### src/tmr_pkg.sv
// Constants, register indices and field positions for the three-channel timer
package tmr_pkg;
	// Register indices; byte address is four times the index
	localparam logic [11:0] IDX_START = 12'h380;
	localparam logic [11:0] IDX_DIR = 12'h384;
	localparam logic [11:0] IDX_CNT0 = 12'h386;
	localparam logic [11:0] IDX_CNT1 = 12'h388;
	localparam logic [11:0] IDX_CNT2 = 12'h38A;
	localparam logic [11:0] IDX_MODE0 = 12'h396;
	localparam logic [11:0] IDX_MODE1 = 12'h397;
	localparam logic [11:0] IDX_MODE2 = 12'h398;
	localparam logic [11:0] IDX_PCLK = 12'h3A0;
	localparam logic [11:0] IDX_IRQ_STAT = 12'h3A1;
	localparam logic [11:0] IDX_IRQ_MASK = 12'h3A2;
	localparam logic [11:0] IDX_EVT_SRC = 12'h3A3;
	// Field positions of the channel mode register
	localparam int MODE_LSB = 0;
	localparam int PULSE_EN_BIT = 2;
	localparam int EDGE_SEL_BIT = 3;
	localparam int DIR_SRC_BIT = 4;
	localparam int SRC_LSB = 6;
	localparam int FREE_RUN_BIT = 6;
	// Gate function in timer mode: enable and active level
	localparam int GATE_EN_BIT = 4;
	localparam int GATE_LVL_BIT = 3;
	// Writable masks of the shared flag registers
	localparam logic [7:0] START_MASK = 8'hE7;
	localparam logic [7:0] DIR_MASK = 8'h27;
	// Reset values
	localparam logic [7:0] START_RST = 8'h00;
	localparam logic [7:0] DIR_RST = 8'h00;
	localparam logic [7:0] MODE_RST = 8'h00;
	localparam logic [15:0] CNT_RST = 16'h0000;
	// Prescaler and subclock divide counts
	localparam int SUB_DIV = 32;
	localparam logic [4:0] SUB_LAST = 5'(SUB_DIV - 1);
	localparam logic [15:0] CNT_MAX = 16'hFFFF;
	// Operating modes
	typedef enum logic [1:0] {
		MODE_TIMER = 2'b00,
		MODE_EVENT = 2'b01,
		MODE_ONESHOT = 2'b10,
		MODE_PWM = 2'b11
	} mode_t;
	// Internal count source select
	typedef enum logic [1:0] {
		CS_F1F2 = 2'b00,
		CS_F8 = 2'b01,
		CS_F32 = 2'b10,
		CS_SUBCLOCK_DIV32 = 2'b11
	} clk_src_t;
	// Event source select
	typedef enum logic [1:0] {
		EV_PIN = 2'b00,
		EV_TB2 = 2'b01,
		EV_PREV = 2'b10,
		EV_NEXT = 2'b11
	} evt_src_t;
endpackage : tmr_pkg

### src/timer_a_counter_modes.sv
// Three 16-bit timer channels: timer and event counter modes behind APB
//
// Implementation choice: register access over APB.
`timescale 1ns/10ps
`default_nettype none
module timer_a_counter_modes (
	// Clock and reset
	input wire logic ref_clk,
	input wire logic rstn,
	// APB slave
	input wire logic psel,
	input wire logic penable,
	input wire logic pwrite,
	input wire logic [13:0] paddr,
	input wire logic [31:0] pwdata,
	output logic [31:0] prdata,
	output logic pready,
	output logic pslverr,
	// Timer pins
	input wire logic [2:0] chan_in,
	input wire logic [2:0] chan_pin_in,
	output logic [2:0] chan_out,
	output logic [2:0] chan_oe,
	// Count sources from outside
	input wire logic subclock,
	input wire logic tb2_event,
	// Interrupt
	output logic irq
);
	typedef struct packed {
		logic [7:0] start;
		logic [7:0] dir;
		logic [2:0][7:0] mode;
		logic [2:0][15:0] cnt;
		logic [2:0][15:0] reload;
		logic [2:0] started;
		logic [2:0] tog;
		logic [2:0] in_prev;
		logic [2:0] wrap;
		logic fast_sel;
		logic [2:0] stat;
		logic [2:0] mask;
		logic [5:0] evt_src;
		logic [4:0] pre;
		logic sub_prev;
		logic [4:0] sub_cnt;
		logic subclock_div32;
		logic [31:0] rdata;
		logic ready;
		logic err;
		logic [2:0] out;
		logic [2:0] oe;
		logic irq;
	} state_t;

	state_t s_r;
	state_t s_nxt;
	logic [2:0] tick_c;
	logic [2:0] unf_c;
	logic [2:0] ovf_c;
	logic [2:0] cnt_wr_c;

	// Word index match for an aligned APB address
	function automatic logic hit(input logic [13:0] a, input logic [11:0] idx);
		hit = (a[13:2] == idx) && (a[1:0] == 2'b00);
	endfunction : hit

	// Internal count source tick from prescaler state
	function automatic logic src_tick(input logic [1:0] sel, input logic [4:0] pre,
			input logic fast, input logic subclock_div32);
		logic t;
		t = 1'b0;
		unique case (tmr_pkg::clk_src_t'(sel))
			tmr_pkg::CS_F1F2: t = fast ? (pre[0] == 1'b1) : 1'b1;
			tmr_pkg::CS_F8: t = (pre[2:0] == 3'h7);
			tmr_pkg::CS_F32: t = (pre == 5'h1F);
			tmr_pkg::CS_SUBCLOCK_DIV32: t = subclock_div32;
		endcase
		src_tick = t;
	endfunction : src_tick

	// Next-state logic for bus, prescalers and channels
	always_comb begin
		logic acc;
		logic wr;
		logic [11:0] idx;
		logic mapped;
		logic [31:0] rd;
		tmr_pkg::mode_t md;
		logic up;
		logic ev;
		logic edge_sel;
		logic [2:0] stat_set;
		s_nxt = s_r;
		tick_c = 3'b000;
		unf_c = 3'b000;
		ovf_c = 3'b000;
		cnt_wr_c = 3'b000;
		acc = psel && penable && s_r.ready;
		wr = acc && pwrite;
		idx = paddr[13:2];
		mapped = 1'b0;
		rd = 32'h0000_0000;
		md = tmr_pkg::MODE_TIMER;
		up = 1'b0;
		ev = 1'b0;
		edge_sel = 1'b0;
		stat_set = 3'b000;
		// Free-running prescaler and subclock divider
		s_nxt.pre = s_r.pre + 5'h01;
		s_nxt.sub_prev = subclock;
		s_nxt.subclock_div32 = 1'b0;
		if (subclock && !s_r.sub_prev) begin
			s_nxt.sub_cnt = (s_r.sub_cnt == tmr_pkg::SUB_LAST) ? 5'h00 : s_r.sub_cnt + 5'h01;
			s_nxt.subclock_div32 = (s_r.sub_cnt == tmr_pkg::SUB_LAST);
		end
		// Register writes other than the count registers
		if (wr) begin
			if (hit(paddr, tmr_pkg::IDX_START))
				s_nxt.start = pwdata[7:0] & tmr_pkg::START_MASK;
			if (hit(paddr, tmr_pkg::IDX_DIR))
				s_nxt.dir = pwdata[7:0] & tmr_pkg::DIR_MASK;
			if (hit(paddr, tmr_pkg::IDX_MODE0))
				s_nxt.mode[0] = pwdata[7:0];
			if (hit(paddr, tmr_pkg::IDX_MODE1))
				s_nxt.mode[1] = pwdata[7:0];
			if (hit(paddr, tmr_pkg::IDX_MODE2))
				s_nxt.mode[2] = pwdata[7:0];
			if (hit(paddr, tmr_pkg::IDX_PCLK))
				s_nxt.fast_sel = pwdata[0];
			if (hit(paddr, tmr_pkg::IDX_IRQ_MASK))
				s_nxt.mask = pwdata[2:0];
			if (hit(paddr, tmr_pkg::IDX_EVT_SRC))
				s_nxt.evt_src = pwdata[5:0];
			cnt_wr_c[0] = hit(paddr, tmr_pkg::IDX_CNT0);
			cnt_wr_c[1] = hit(paddr, tmr_pkg::IDX_CNT1);
			cnt_wr_c[2] = hit(paddr, tmr_pkg::IDX_CNT2);
		end
		// Per-channel counting
		for (int i = 0; i < 3; i++) begin
			md = tmr_pkg::mode_t'(s_r.mode[i][tmr_pkg::MODE_LSB +: 2]);
			edge_sel = s_r.mode[i][tmr_pkg::EDGE_SEL_BIT];
			s_nxt.in_prev[i] = chan_in[i];
			// Direction from flag or from the output pin used as input
			up = s_r.mode[i][tmr_pkg::DIR_SRC_BIT] ? chan_pin_in[i] : s_r.dir[i];
			// Event source selection
			unique case (tmr_pkg::evt_src_t'(s_r.evt_src[2*i +: 2]))
				tmr_pkg::EV_PIN: ev = edge_sel ? (chan_in[i] && !s_r.in_prev[i]) :
					(!chan_in[i] && s_r.in_prev[i]);
				tmr_pkg::EV_TB2: ev = tb2_event;
				tmr_pkg::EV_PREV: ev = (i > 0) ? s_r.wrap[(i + 2) % 3] : 1'b0;
				tmr_pkg::EV_NEXT: ev = (i < 2) ? s_r.wrap[(i + 1) % 3] : 1'b0;
			endcase
			unique case (md)
				tmr_pkg::MODE_TIMER: tick_c[i] = src_tick(s_r.mode[i][tmr_pkg::SRC_LSB +: 2],
					s_r.pre, s_r.fast_sel, s_r.subclock_div32) &&
					(!s_r.mode[i][tmr_pkg::GATE_EN_BIT] ||
					(chan_in[i] == s_r.mode[i][tmr_pkg::GATE_LVL_BIT]));
				tmr_pkg::MODE_EVENT: tick_c[i] = ev;
				tmr_pkg::MODE_ONESHOT, tmr_pkg::MODE_PWM: tick_c[i] = 1'b0;
			endcase
			tick_c[i] = tick_c[i] && s_r.start[i];
			s_nxt.wrap[i] = 1'b0;
			if (!s_r.start[i]) begin
				s_nxt.started[i] = 1'b0;
				s_nxt.tog[i] = 1'b0;
			end else if (tick_c[i]) begin
				s_nxt.started[i] = 1'b1;
				if (md == tmr_pkg::MODE_EVENT && up) begin
					if (s_r.cnt[i] == tmr_pkg::CNT_MAX) begin
						ovf_c[i] = 1'b1;
						s_nxt.cnt[i] = s_r.mode[i][tmr_pkg::FREE_RUN_BIT] ? 16'h0000 :
							s_r.reload[i];
					end else begin
						s_nxt.cnt[i] = s_r.cnt[i] + 16'h0001;
					end
				end else begin
					if (s_r.cnt[i] == 16'h0000) begin
						unf_c[i] = 1'b1;
						s_nxt.cnt[i] = (md == tmr_pkg::MODE_EVENT &&
							s_r.mode[i][tmr_pkg::FREE_RUN_BIT]) ?
							tmr_pkg::CNT_MAX : s_r.reload[i];
					end else begin
						s_nxt.cnt[i] = s_r.cnt[i] - 16'h0001;
					end
				end
				if (unf_c[i] || ovf_c[i]) begin
					s_nxt.tog[i] = !s_r.tog[i];
					s_nxt.wrap[i] = 1'b1;
				end
			end
			// Count register write: both before the first tick, else reload only
			if (cnt_wr_c[i]) begin
				s_nxt.reload[i] = pwdata[15:0];
				if (!s_r.start[i] || !s_r.started[i])
					s_nxt.cnt[i] = pwdata[15:0];
			end
			// Interrupt source per mode
			stat_set[i] = (md == tmr_pkg::MODE_TIMER) ? unf_c[i] :
				((md == tmr_pkg::MODE_EVENT) ? (unf_c[i] || ovf_c[i]) : 1'b0);
			// Pulse output pin; pin is input when used as direction source
			s_nxt.out[i] = s_r.mode[i][tmr_pkg::PULSE_EN_BIT] && s_nxt.start[i] &&
				(md == tmr_pkg::MODE_TIMER || md == tmr_pkg::MODE_EVENT) &&
				s_nxt.tog[i];
			s_nxt.oe[i] = s_r.mode[i][tmr_pkg::PULSE_EN_BIT] &&
				!(md == tmr_pkg::MODE_EVENT && s_r.mode[i][tmr_pkg::DIR_SRC_BIT]);
		end
		// Sticky status: set wins over write-one-to-clear
		if (wr && hit(paddr, tmr_pkg::IDX_IRQ_STAT))
			s_nxt.stat = s_r.stat & ~pwdata[2:0];
		s_nxt.stat = s_nxt.stat | stat_set;
		s_nxt.irq = |(s_nxt.stat & s_nxt.mask);
		// Read mux, answered in the first access cycle
		mapped = 1'b1;
		unique case (idx)
			tmr_pkg::IDX_START: rd = {24'h000000, s_r.start};
			tmr_pkg::IDX_DIR: rd = {24'h000000, s_r.dir};
			tmr_pkg::IDX_CNT0: rd = {16'h0000, s_r.cnt[0]};
			tmr_pkg::IDX_CNT1: rd = {16'h0000, s_r.cnt[1]};
			tmr_pkg::IDX_CNT2: rd = {16'h0000, s_r.cnt[2]};
			tmr_pkg::IDX_MODE0: rd = {24'h000000, s_r.mode[0]};
			tmr_pkg::IDX_MODE1: rd = {24'h000000, s_r.mode[1]};
			tmr_pkg::IDX_MODE2: rd = {24'h000000, s_r.mode[2]};
			tmr_pkg::IDX_PCLK: rd = {31'h00000000, s_r.fast_sel};
			tmr_pkg::IDX_IRQ_STAT: rd = {29'h00000000, s_r.stat};
			tmr_pkg::IDX_IRQ_MASK: rd = {29'h00000000, s_r.mask};
			tmr_pkg::IDX_EVT_SRC: rd = {26'h0000000, s_r.evt_src};
			default: mapped = 1'b0;
		endcase
		mapped = mapped && (paddr[1:0] == 2'b00);
		s_nxt.ready = psel && !penable;
		s_nxt.err = psel && !penable && !mapped;
		s_nxt.rdata = (psel && !penable && !pwrite && mapped) ? rd : 32'h0000_0000;
	end

	// State register
	always_ff @(posedge ref_clk or negedge rstn) begin
		if (!rstn) begin
			s_r <= '0;
			s_r.start <= tmr_pkg::START_RST;
			s_r.dir <= tmr_pkg::DIR_RST;
			s_r.mode <= {3{tmr_pkg::MODE_RST}};
			s_r.cnt <= {3{tmr_pkg::CNT_RST}};
			s_r.reload <= {3{tmr_pkg::CNT_RST}};
		end else begin
			s_r <= s_nxt;
		end
	end

	// Outputs straight from flops
	assign prdata = s_r.rdata;
	assign pready = s_r.ready;
	assign pslverr = s_r.err;
	assign chan_out = s_r.out;
	assign chan_oe = s_r.oe;
	assign irq = s_r.irq;
endmodule : timer_a_counter_modes
`default_nettype wire

### config.mk
export PLATFORM = sky130hd
export DESIGN_NAME = timer_a_counter_modes
export DESIGN_NICKNAME = d
export VERILOG_FILES = /design/src/tmr_pkg.sv /design/src/timer_a_counter_modes.sv
export SDC_FILE = /design/constraint.sdc
export NUM_CORES = 1
export LEC_CHECK = 0
export ABC_AREA = 1
export BUFFER_PORTS_ARGS = -buffer_cell sky130_fd_sc_hd__buf_2
export CAP_MARGIN = 5
export CORE_AREA = 2 2 190 229
export DETAILED_ROUTE_END_ITERATION = 10
export DIE_AREA = 0 0 192 231
export PLACE_DENSITY_LB_ADDON = 0.05
export SYNTH_ARGS = -nofsm -noshare
export SYNTH_HDL_FRONTEND = slang
export SYNTH_SLANG_ARGS = --single-unit
### constraint.sdc
create_clock -name ref_clk -period 2.4 [get_ports ref_clk]
set_clock_uncertainty 0.1 [all_clocks]
set_input_delay 0.72 -clock ref_clk [delete_from_list [all_inputs] [get_ports ref_clk]]
set_output_delay 0.72 -clock ref_clk [all_outputs]
set_load 0.02 [all_outputs]
==> reports/results.tsv, run 1 <==
metric	value	unit
status	complete, no violations	
reg2reg_to	s_r[164]$_DFF_PN0_	
dpl.hpwl	45700	um
finalHoldViolations	0	
pin_count_of_the_biggest_net_entering_global_routing	54	
critical_path.startpoint_type	flop	
cts-root-to-sink-buffers	2	
drt-vias-per-instance	5.12	
crit_path_max_fanout	5	
firstDrtPassIters	5	
design.die.area	44400	um2
first_global_vias	14000	
min_period_over_period	93.3	%
ys_top_cells_by_area	sky130_fd_sc_hd__dfrtp_1, sky130_fd_sc_hd__nand2_1, sky130_fd_sc_hd__nand3_1, sky130_fd_sc_hd__nor2_1, sky130_fd_sc_hd__inv_1	
fraction_of_synthesized_cell_area_taken_by_the_top_area_cell_type	34.9	%
timing.critical_path.depth	11	
synth_compound_area_share	11.6	%
setup_viol	0	
ys_ff_latch	192	
max_freq	447	MHz
dp_cells	2763	
start_util	32.5	%
rsz0062_at_grt	no	
port_buffers	67	
peak_supply_drop	0.588	mV
timing.hold.worst.class	in -> async	
antenna_violations_before_repair	2	
nFillCells	4681	
finalCriticalPeriod	2240	ps
dr_total_vias	14300	
cts_made_buffers	17	
placed_cell_areas	15500	um2
drt-initial-drc-count	1100	
critical_path_class	reg -> reg	
cts_tree	yes	
fin_total_pwr	6840	uW
powerDensity	424	nW/um2
cts_hold_repair.buffers	0	
grt_first_pass_wirelength	86700	um
ys_seq_area_share	34.9	%
globalRouteTotalUtil	26.6	%
post-route-drc-count	0	
syn-instance-count	2088	
timing.critical_path.required	2700	ps
drt-wirelength-per-cell	20.6	um
timing_worst_slew_pin_value	669	ps
cts-root-buf	sky130_fd_sc_hd__clkbuf_16	
flow.area_growth_from_synthesis	17.3	%
fraction_of_the_core_area_covered_by_cells_at_the_end_of_the_flow	38.1	%
yosys_warnings	0	
ctsHtreeMaxLevel	4	
place.gp.congestion	0.935	
clock_sink_count	192	
totalWireLength	57500	um
antenna_violating_nets_post_route	0	
synth_area	13800	um2
core-area	42400	um2
async_sr_flop_fraction	100	%
synth_cell_types	46	
die_h	231	um
worst_skew_pair.late_latency	480	ps
worst_path_max_delay_cell	sky130_fd_sc_hd__dfrtp_1	
synth_top_family_by_area	simple AND/OR/NAND/NOR gates	
remaining_global_route_overflow	0	
startpoint_of_the_lowest_slack_register_to_register_path	s_r[158]$_DFF_PN0_	
drive_gt1_share	16.9	%
clkTransAtPathRegs	90	ps
finished_layout_cells	2796	
cell_type_with_the_highest_aggregate_area_in_the_netlist	sky130_fd_sc_hd__dfrtp_1	
synth_edf_count	0	
slew_violations	0	
die_width	192	um
crit_path_end_kind	flop	
post_synth_fa_ha_maj_area_fraction	1.27	%
layout.cells.most_common_list	sky130_fd_sc_hd__nand2_1, sky130_fd_sc_hd__nor2_1, sky130_fd_sc_hd__nand3_1, sky130_fd_sc_hd__dfrtp_1, sky130_fd_sc_hd__inv_1	
rows	83	
cp_slowest_stage_delay	450	ps
p_leak	0.00803	uW
design_area	16100	um2
maxCapViolations	0	
r2r.worst_path.cells	11	
fin_nets	2303	
top_level_i_o_count	100	
worstPathArrival	2540	ps
timing.critical_path.buf_inv	0	
cp-endpoint	s_r[164]$_DFF_PN0_	
cpMostUsedCell	sky130_fd_sc_hd__nand2_1	
synthSimpleGateAreaFrac	39.1	%
synth_xor_xnor_area_share	1.72	%
mux_contribution_to_synthesized_area	0.436	%
slew-limit-headroom	55.3	%
holdWs	14.0	ps
syn-mean-instance-area	6.59	um2
worstPathCellList	ha_1, nand2_1, nor2_4, nand2_2, nor2_4, nand2_1, nor2_2, nand2_1, nand2_1, nand3_1, a21oi_1	
setup.worst_path.start	s_r[158]$_DFF_PN0_	
synth_top_flop_cell	sky130_fd_sc_hd__dfrtp_1	
dominant_delay_contributor_by_cell_family_on_the_critical_path	simple AND/OR/NAND/NOR gates	
mostFrequentLayoutCell	sky130_fd_sc_hd__nand2_1	
reg2reg_setup_slack	160	ps
what timing repair did:
item / 4_1_cts / 5_1_grt
setup buffers: 0 / 0
setup endpoints to repair: 0 / 23
resized for setup: 0 / 9
cell usage after synthesis (all sizes together), types with 2 or more instances:
cell type and n:
o211ai 14, xor2 24, o21bai 2, ha 14
dfrtp 192, o21ai 152, nand2 612, nand3b 6
nor3 8, and2 3, inv 206, buf 94
nand4 52, clkbuf 22, mux2i 6, a21oi 118
o22ai 13, xnor2 3, nor2 296, nand3 233
or2 6, clkinv 6
kinds of logic after synthesis:
kind of cell	Yosys count
other	1
adders and majority gates	14
and+or+nand+nor	1216
buffers and inverters	328
muxes	6
xor gates and xnor gates	27
AOI/OAI and AO/OA	304
DFF	192
power by group:
part	internal, uW	total [uW]	switching (uW)
Clock	1540	3090	1550
Sequential	3270	3300	30.8
Combinational	127	444	317
Total	4940	6840	1900
per-layer routing:
metal  share of wire, %  vias up  global-route usage, %
li1                   -     6994                      -
met1                 42     6787                   33.5
met2                 48      415                   44.5
met3                5.0      109                   3.74
met4                4.8        2                   13.1
met5              0.016        -                      0
sequential cells by signal, summed over array words and instances (netlist names):
register	cells
irq	1
pready	1
prdata	16
chan_oe	3
chan_out	3
pslverr	1
s_r	167
worst register-to-register path: stages, from the launching register on:
cell and delay [ps]:
sky130_fd_sc_hd__dfrtp_1 450, sky130_fd_sc_hd__ha_1 270, sky130_fd_sc_hd__nand2_1 140, sky130_fd_sc_hd__nor2_4 160, sky130_fd_sc_hd__nand2_2 130, sky130_fd_sc_hd__nor2_4 130
sky130_fd_sc_hd__nand2_1 120, sky130_fd_sc_hd__nor2_2 210, sky130_fd_sc_hd__nand2_1 90, sky130_fd_sc_hd__nand2_1 60, sky130_fd_sc_hd__nand3_1 150, sky130_fd_sc_hd__a21oi_1 160
stage by stage:
| step | TNS, ps | setup slack (ps) |
|---|---|---|
| 3_3_place_gp | -343 | -50.0 |
| 2_1_floorplan | 0 | 315 |
| 3_5_place_dp | -421 | -53.4 |
| 5_1_grt | 0 | 9.71 |
| 6_report | 0 | 161 |
| 4_1_cts | 0 | 73.6 |
layout make-up:
type	instances	area (um2)	area share (%)
multi-input combinational	1583	7530	46.6
timing repair buffer	224	1690	10.5
clock inverter	14	183	1.13
tap	552	691	4.28
clock buffer	18	439	2.72
antenna	1	2.50	0.0155
sequential	192	4800	29.8
inverter	212	805	4.98
worst min path at each step:
stage	to
2_1_floorplan	chan_oe[0]$_DFF_PN0_
3_3_place_gp	s_r[46]$_DFFE_PN0P_
3_5_place_dp	s_r[77]$_DFFE_PN0P_
4_1_cts	s_r[66]$_DFF_PN0_
5_1_grt	s_r[66]$_DFF_PN0_
6_report	s_r[66]$_DFF_PN0_
Note: power is estimated with default switching activity, not from simulation.
==> inputs of run 2 (changes only) <==
Settings changed: CORE_AREA 2 2 190 229 to 2 2 140 169, DIE_AREA 0 0 192 231 to 0 0 142 171.
==> reports/results.tsv, run 2 (synthesis gave the netlist of run 1 again) <==
metric	value	unit	change
placed_cell_areas	14700	um2	-5.1%
cp_slowest_stage_delay	380	ps	-70 ps
clkTransAtPathRegs	80	ps	about the same
dpl.hpwl	37400	um	-18%
timing.hold.worst.class	in -> async		
fin_nets	2248		-2.4%
min_period_over_period	96.1	%	+2.8 points
multi_input_comb_area	7520	um2	about the same
drt-initial-drc-count	1689		+54%
setup_viol	0		unchanged
setup_ws	93.6	ps	-67.0 ps
dominant_delay_contributor_by_cell_family_on_the_critical_path	simple AND/OR/NAND/NOR gates		
top_level_i_o_count	100		unchanged
design_area	15300	um2	-5.1%
antennaDiodeCount	0		-1
cts_tree	yes		
cts_made_buffers	17		unchanged
worstPathCellList	ha_1, nand2_1, nor2_1, ha_2, nand3_1, and2_1, nand2_1, nand2_1, nand2_1, nand2_2, inv_2, buf_12, nand3_1, a21oi_1		
critical_path.startpoint_type	flop		
number_of_flip_flops_under_the_largest_register_name	167		unchanged
critical_path_class	reg -> reg		
design.die.area	24300	um2	-45%
cts-root-buf	sky130_fd_sc_hd__clkbuf_16		
pin_count_of_the_biggest_net_entering_global_routing	56		+3.7%
rsz0062_at_grt	yes		
die_width	142	um	-26%
powerDensity	432	nW/um2	+1.9%
max_freq	434	MHz	-2.9%
nFillCells	2071		-56%
die_h	171	um	-26%
slew-limit-headroom	61.1	%	+5.7 points
firstDrtPassIters	6		+1
holdWs	138	ps	+124 ps
post-route-drc-count	0		unchanged
timing.critical_path.required	2650	ps	-50 ps
worst_skew_pair.late_latency	450	ps	-30 ps
dr_total_vias	14800		+3.6%
timing_worst_slew_pin_value	584	ps	-85.5 ps
seqCellArea	4810	um2	about the same
crit_path_max_fanout	15		+10
antenna_violations_before_repair	1		-1
cpMostUsedCell	sky130_fd_sc_hd__nand2_1		
drt-vias-per-instance	6.00		+17%
finalCriticalPeriod	2310	ps	+67.0 ps
start_util	60.3	%	+28 points
port_buffers	67		unchanged
flow.area_growth_from_synthesis	11.2	%	
reg2reg_setup_slack	90	ps	-70 ps
clock_sink_count	192		unchanged
first_global_vias	13700		-2.5%
preCtsSetupSlack	-62.5	ps	-9.05 ps
grt_first_pass_wirelength	75400	um	-13%
crit_path_end_kind	flop		
layout.cells.most_common_list	sky130_fd_sc_hd__nand2_1, sky130_fd_sc_hd__nor2_1, sky130_fd_sc_hd__nand3_1, sky130_fd_sc_hd__dfrtp_1, sky130_fd_sc_hd__inv_1		
finalHoldViolations	0		unchanged
peak_supply_drop	0.532	mV	-9.5%
core-area	22800	um2	-46%
ctsHtreeMaxLevel	4		unchanged
place.gp.congestion	1.04		+11%
maxCapViolations	0		unchanged
remaining_global_route_overflow	0		unchanged
timing.critical_path.buf_inv	2		+2
worstPathArrival	2560	ps	+20 ps
drt-wirelength-per-cell	19.7	um	-4.0%
cts-root-to-sink-buffers	2		unchanged
worst_path_max_delay_cell	sky130_fd_sc_hd__dfrtp_1		
drive_gt1_share	14.9	%	-2.1 points
rows	61		-27%
regMostFlops	s_r		
status	complete, no violations		
antenna_violating_nets_post_route	0		unchanged
fraction_of_the_core_area_covered_by_cells_at_the_end_of_the_flow	67.1	%	+29 points
totalWireLength	48700	um	-15%
mostFrequentLayoutCell	sky130_fd_sc_hd__nand2_1		
p_leak	0.00772	uW	-3.8%
globalRouteTotalUtil	40.9	%	+14 points
slew_violations	0		unchanged
-- run 2: what timing repair did --
action                     4_1_cts  5_1_grt
setup endpoints to repair        0       24
hold buffers                     0        0
resized for setup                0        7
setup buffers                    0        0
-- run 2: final timing paths --
path,from,to,cells after the start
worst max-delay path,s_r[48]$_DFF_PN0_,s_r[165]$_DFF_PN0_,14
worst min-delay path,rstn,s_r[181]$_DFFE_PN0P_,1
worst max register to register,s_r[48]$_DFF_PN0_,s_r[165]$_DFF_PN0_,14
worst min register to register,s_r[77]$_DFFE_PN0P_,s_r[77]$_DFFE_PN0P_,2
max in group asynchronous,rstn,s_r[127]$_DFF_PN0_,2
min in group ref_clk,subclock,s_r[47]$_DFF_PN0_,1
-- run 2: routing by layer --
| layer | track usage, % | share of wire [%] | vias up |
|---|---|---|---|
| met4 | 23.3 | 5.8 | 2 |
| met1 | 53.4 | 39 | 6921 |
| met3 | 7.00 | 9.4 | 185 |
| met2 | 64.4 | 46 | 836 |
| li1 | - | - | 6884 |
| met5 | 0 | 0.027 | - |
-- run 2: area by class of cell --
| class | instances | area share [%] |
|---|---|---|
| multi-input combinational | 1583 | 49.1 |
| sequential | 192 | 31.4 |
| timing repair buffer | 169 | 8.06 |
| inverter | 212 | 5.24 |
| clock buffer | 20 | 2.98 |
| tap | 283 | 2.31 |
| clock inverter | 12 | 0.923 |
-- run 2: worst reg2reg max path, cell delays in order (launching register included) --
cell and delay (ps):
sky130_fd_sc_hd__dfrtp_1 380, sky130_fd_sc_hd__ha_1 180, sky130_fd_sc_hd__nand2_1 60, sky130_fd_sc_hd__nor2_1 110, sky130_fd_sc_hd__ha_2 250, sky130_fd_sc_hd__nand3_1 80
sky130_fd_sc_hd__and2_1 140, sky130_fd_sc_hd__nand2_1 60, sky130_fd_sc_hd__nand2_1 50, sky130_fd_sc_hd__nand2_1 120, sky130_fd_sc_hd__nand2_2 120, sky130_fd_sc_hd__inv_2 100
sky130_fd_sc_hd__buf_12 160, sky130_fd_sc_hd__nand3_1 80, sky130_fd_sc_hd__a21oi_1 210
-- run 2: stage by stage --
stage	instances	power [uW]	TNS [ps]
floorplan	2103	3550	0
CTS	2471	6620	0
finish	2471	6610	0
detailed placement	2439	3790	-119
global placement	2439	3770	0
global route	2471	6780	-71.9
-- run 2: where the power goes --
part	switching [uW]	internal, uW	total [uW]
clock network	1430	1450	2880
logic	311	117	427
registers	33.6	3270	3310
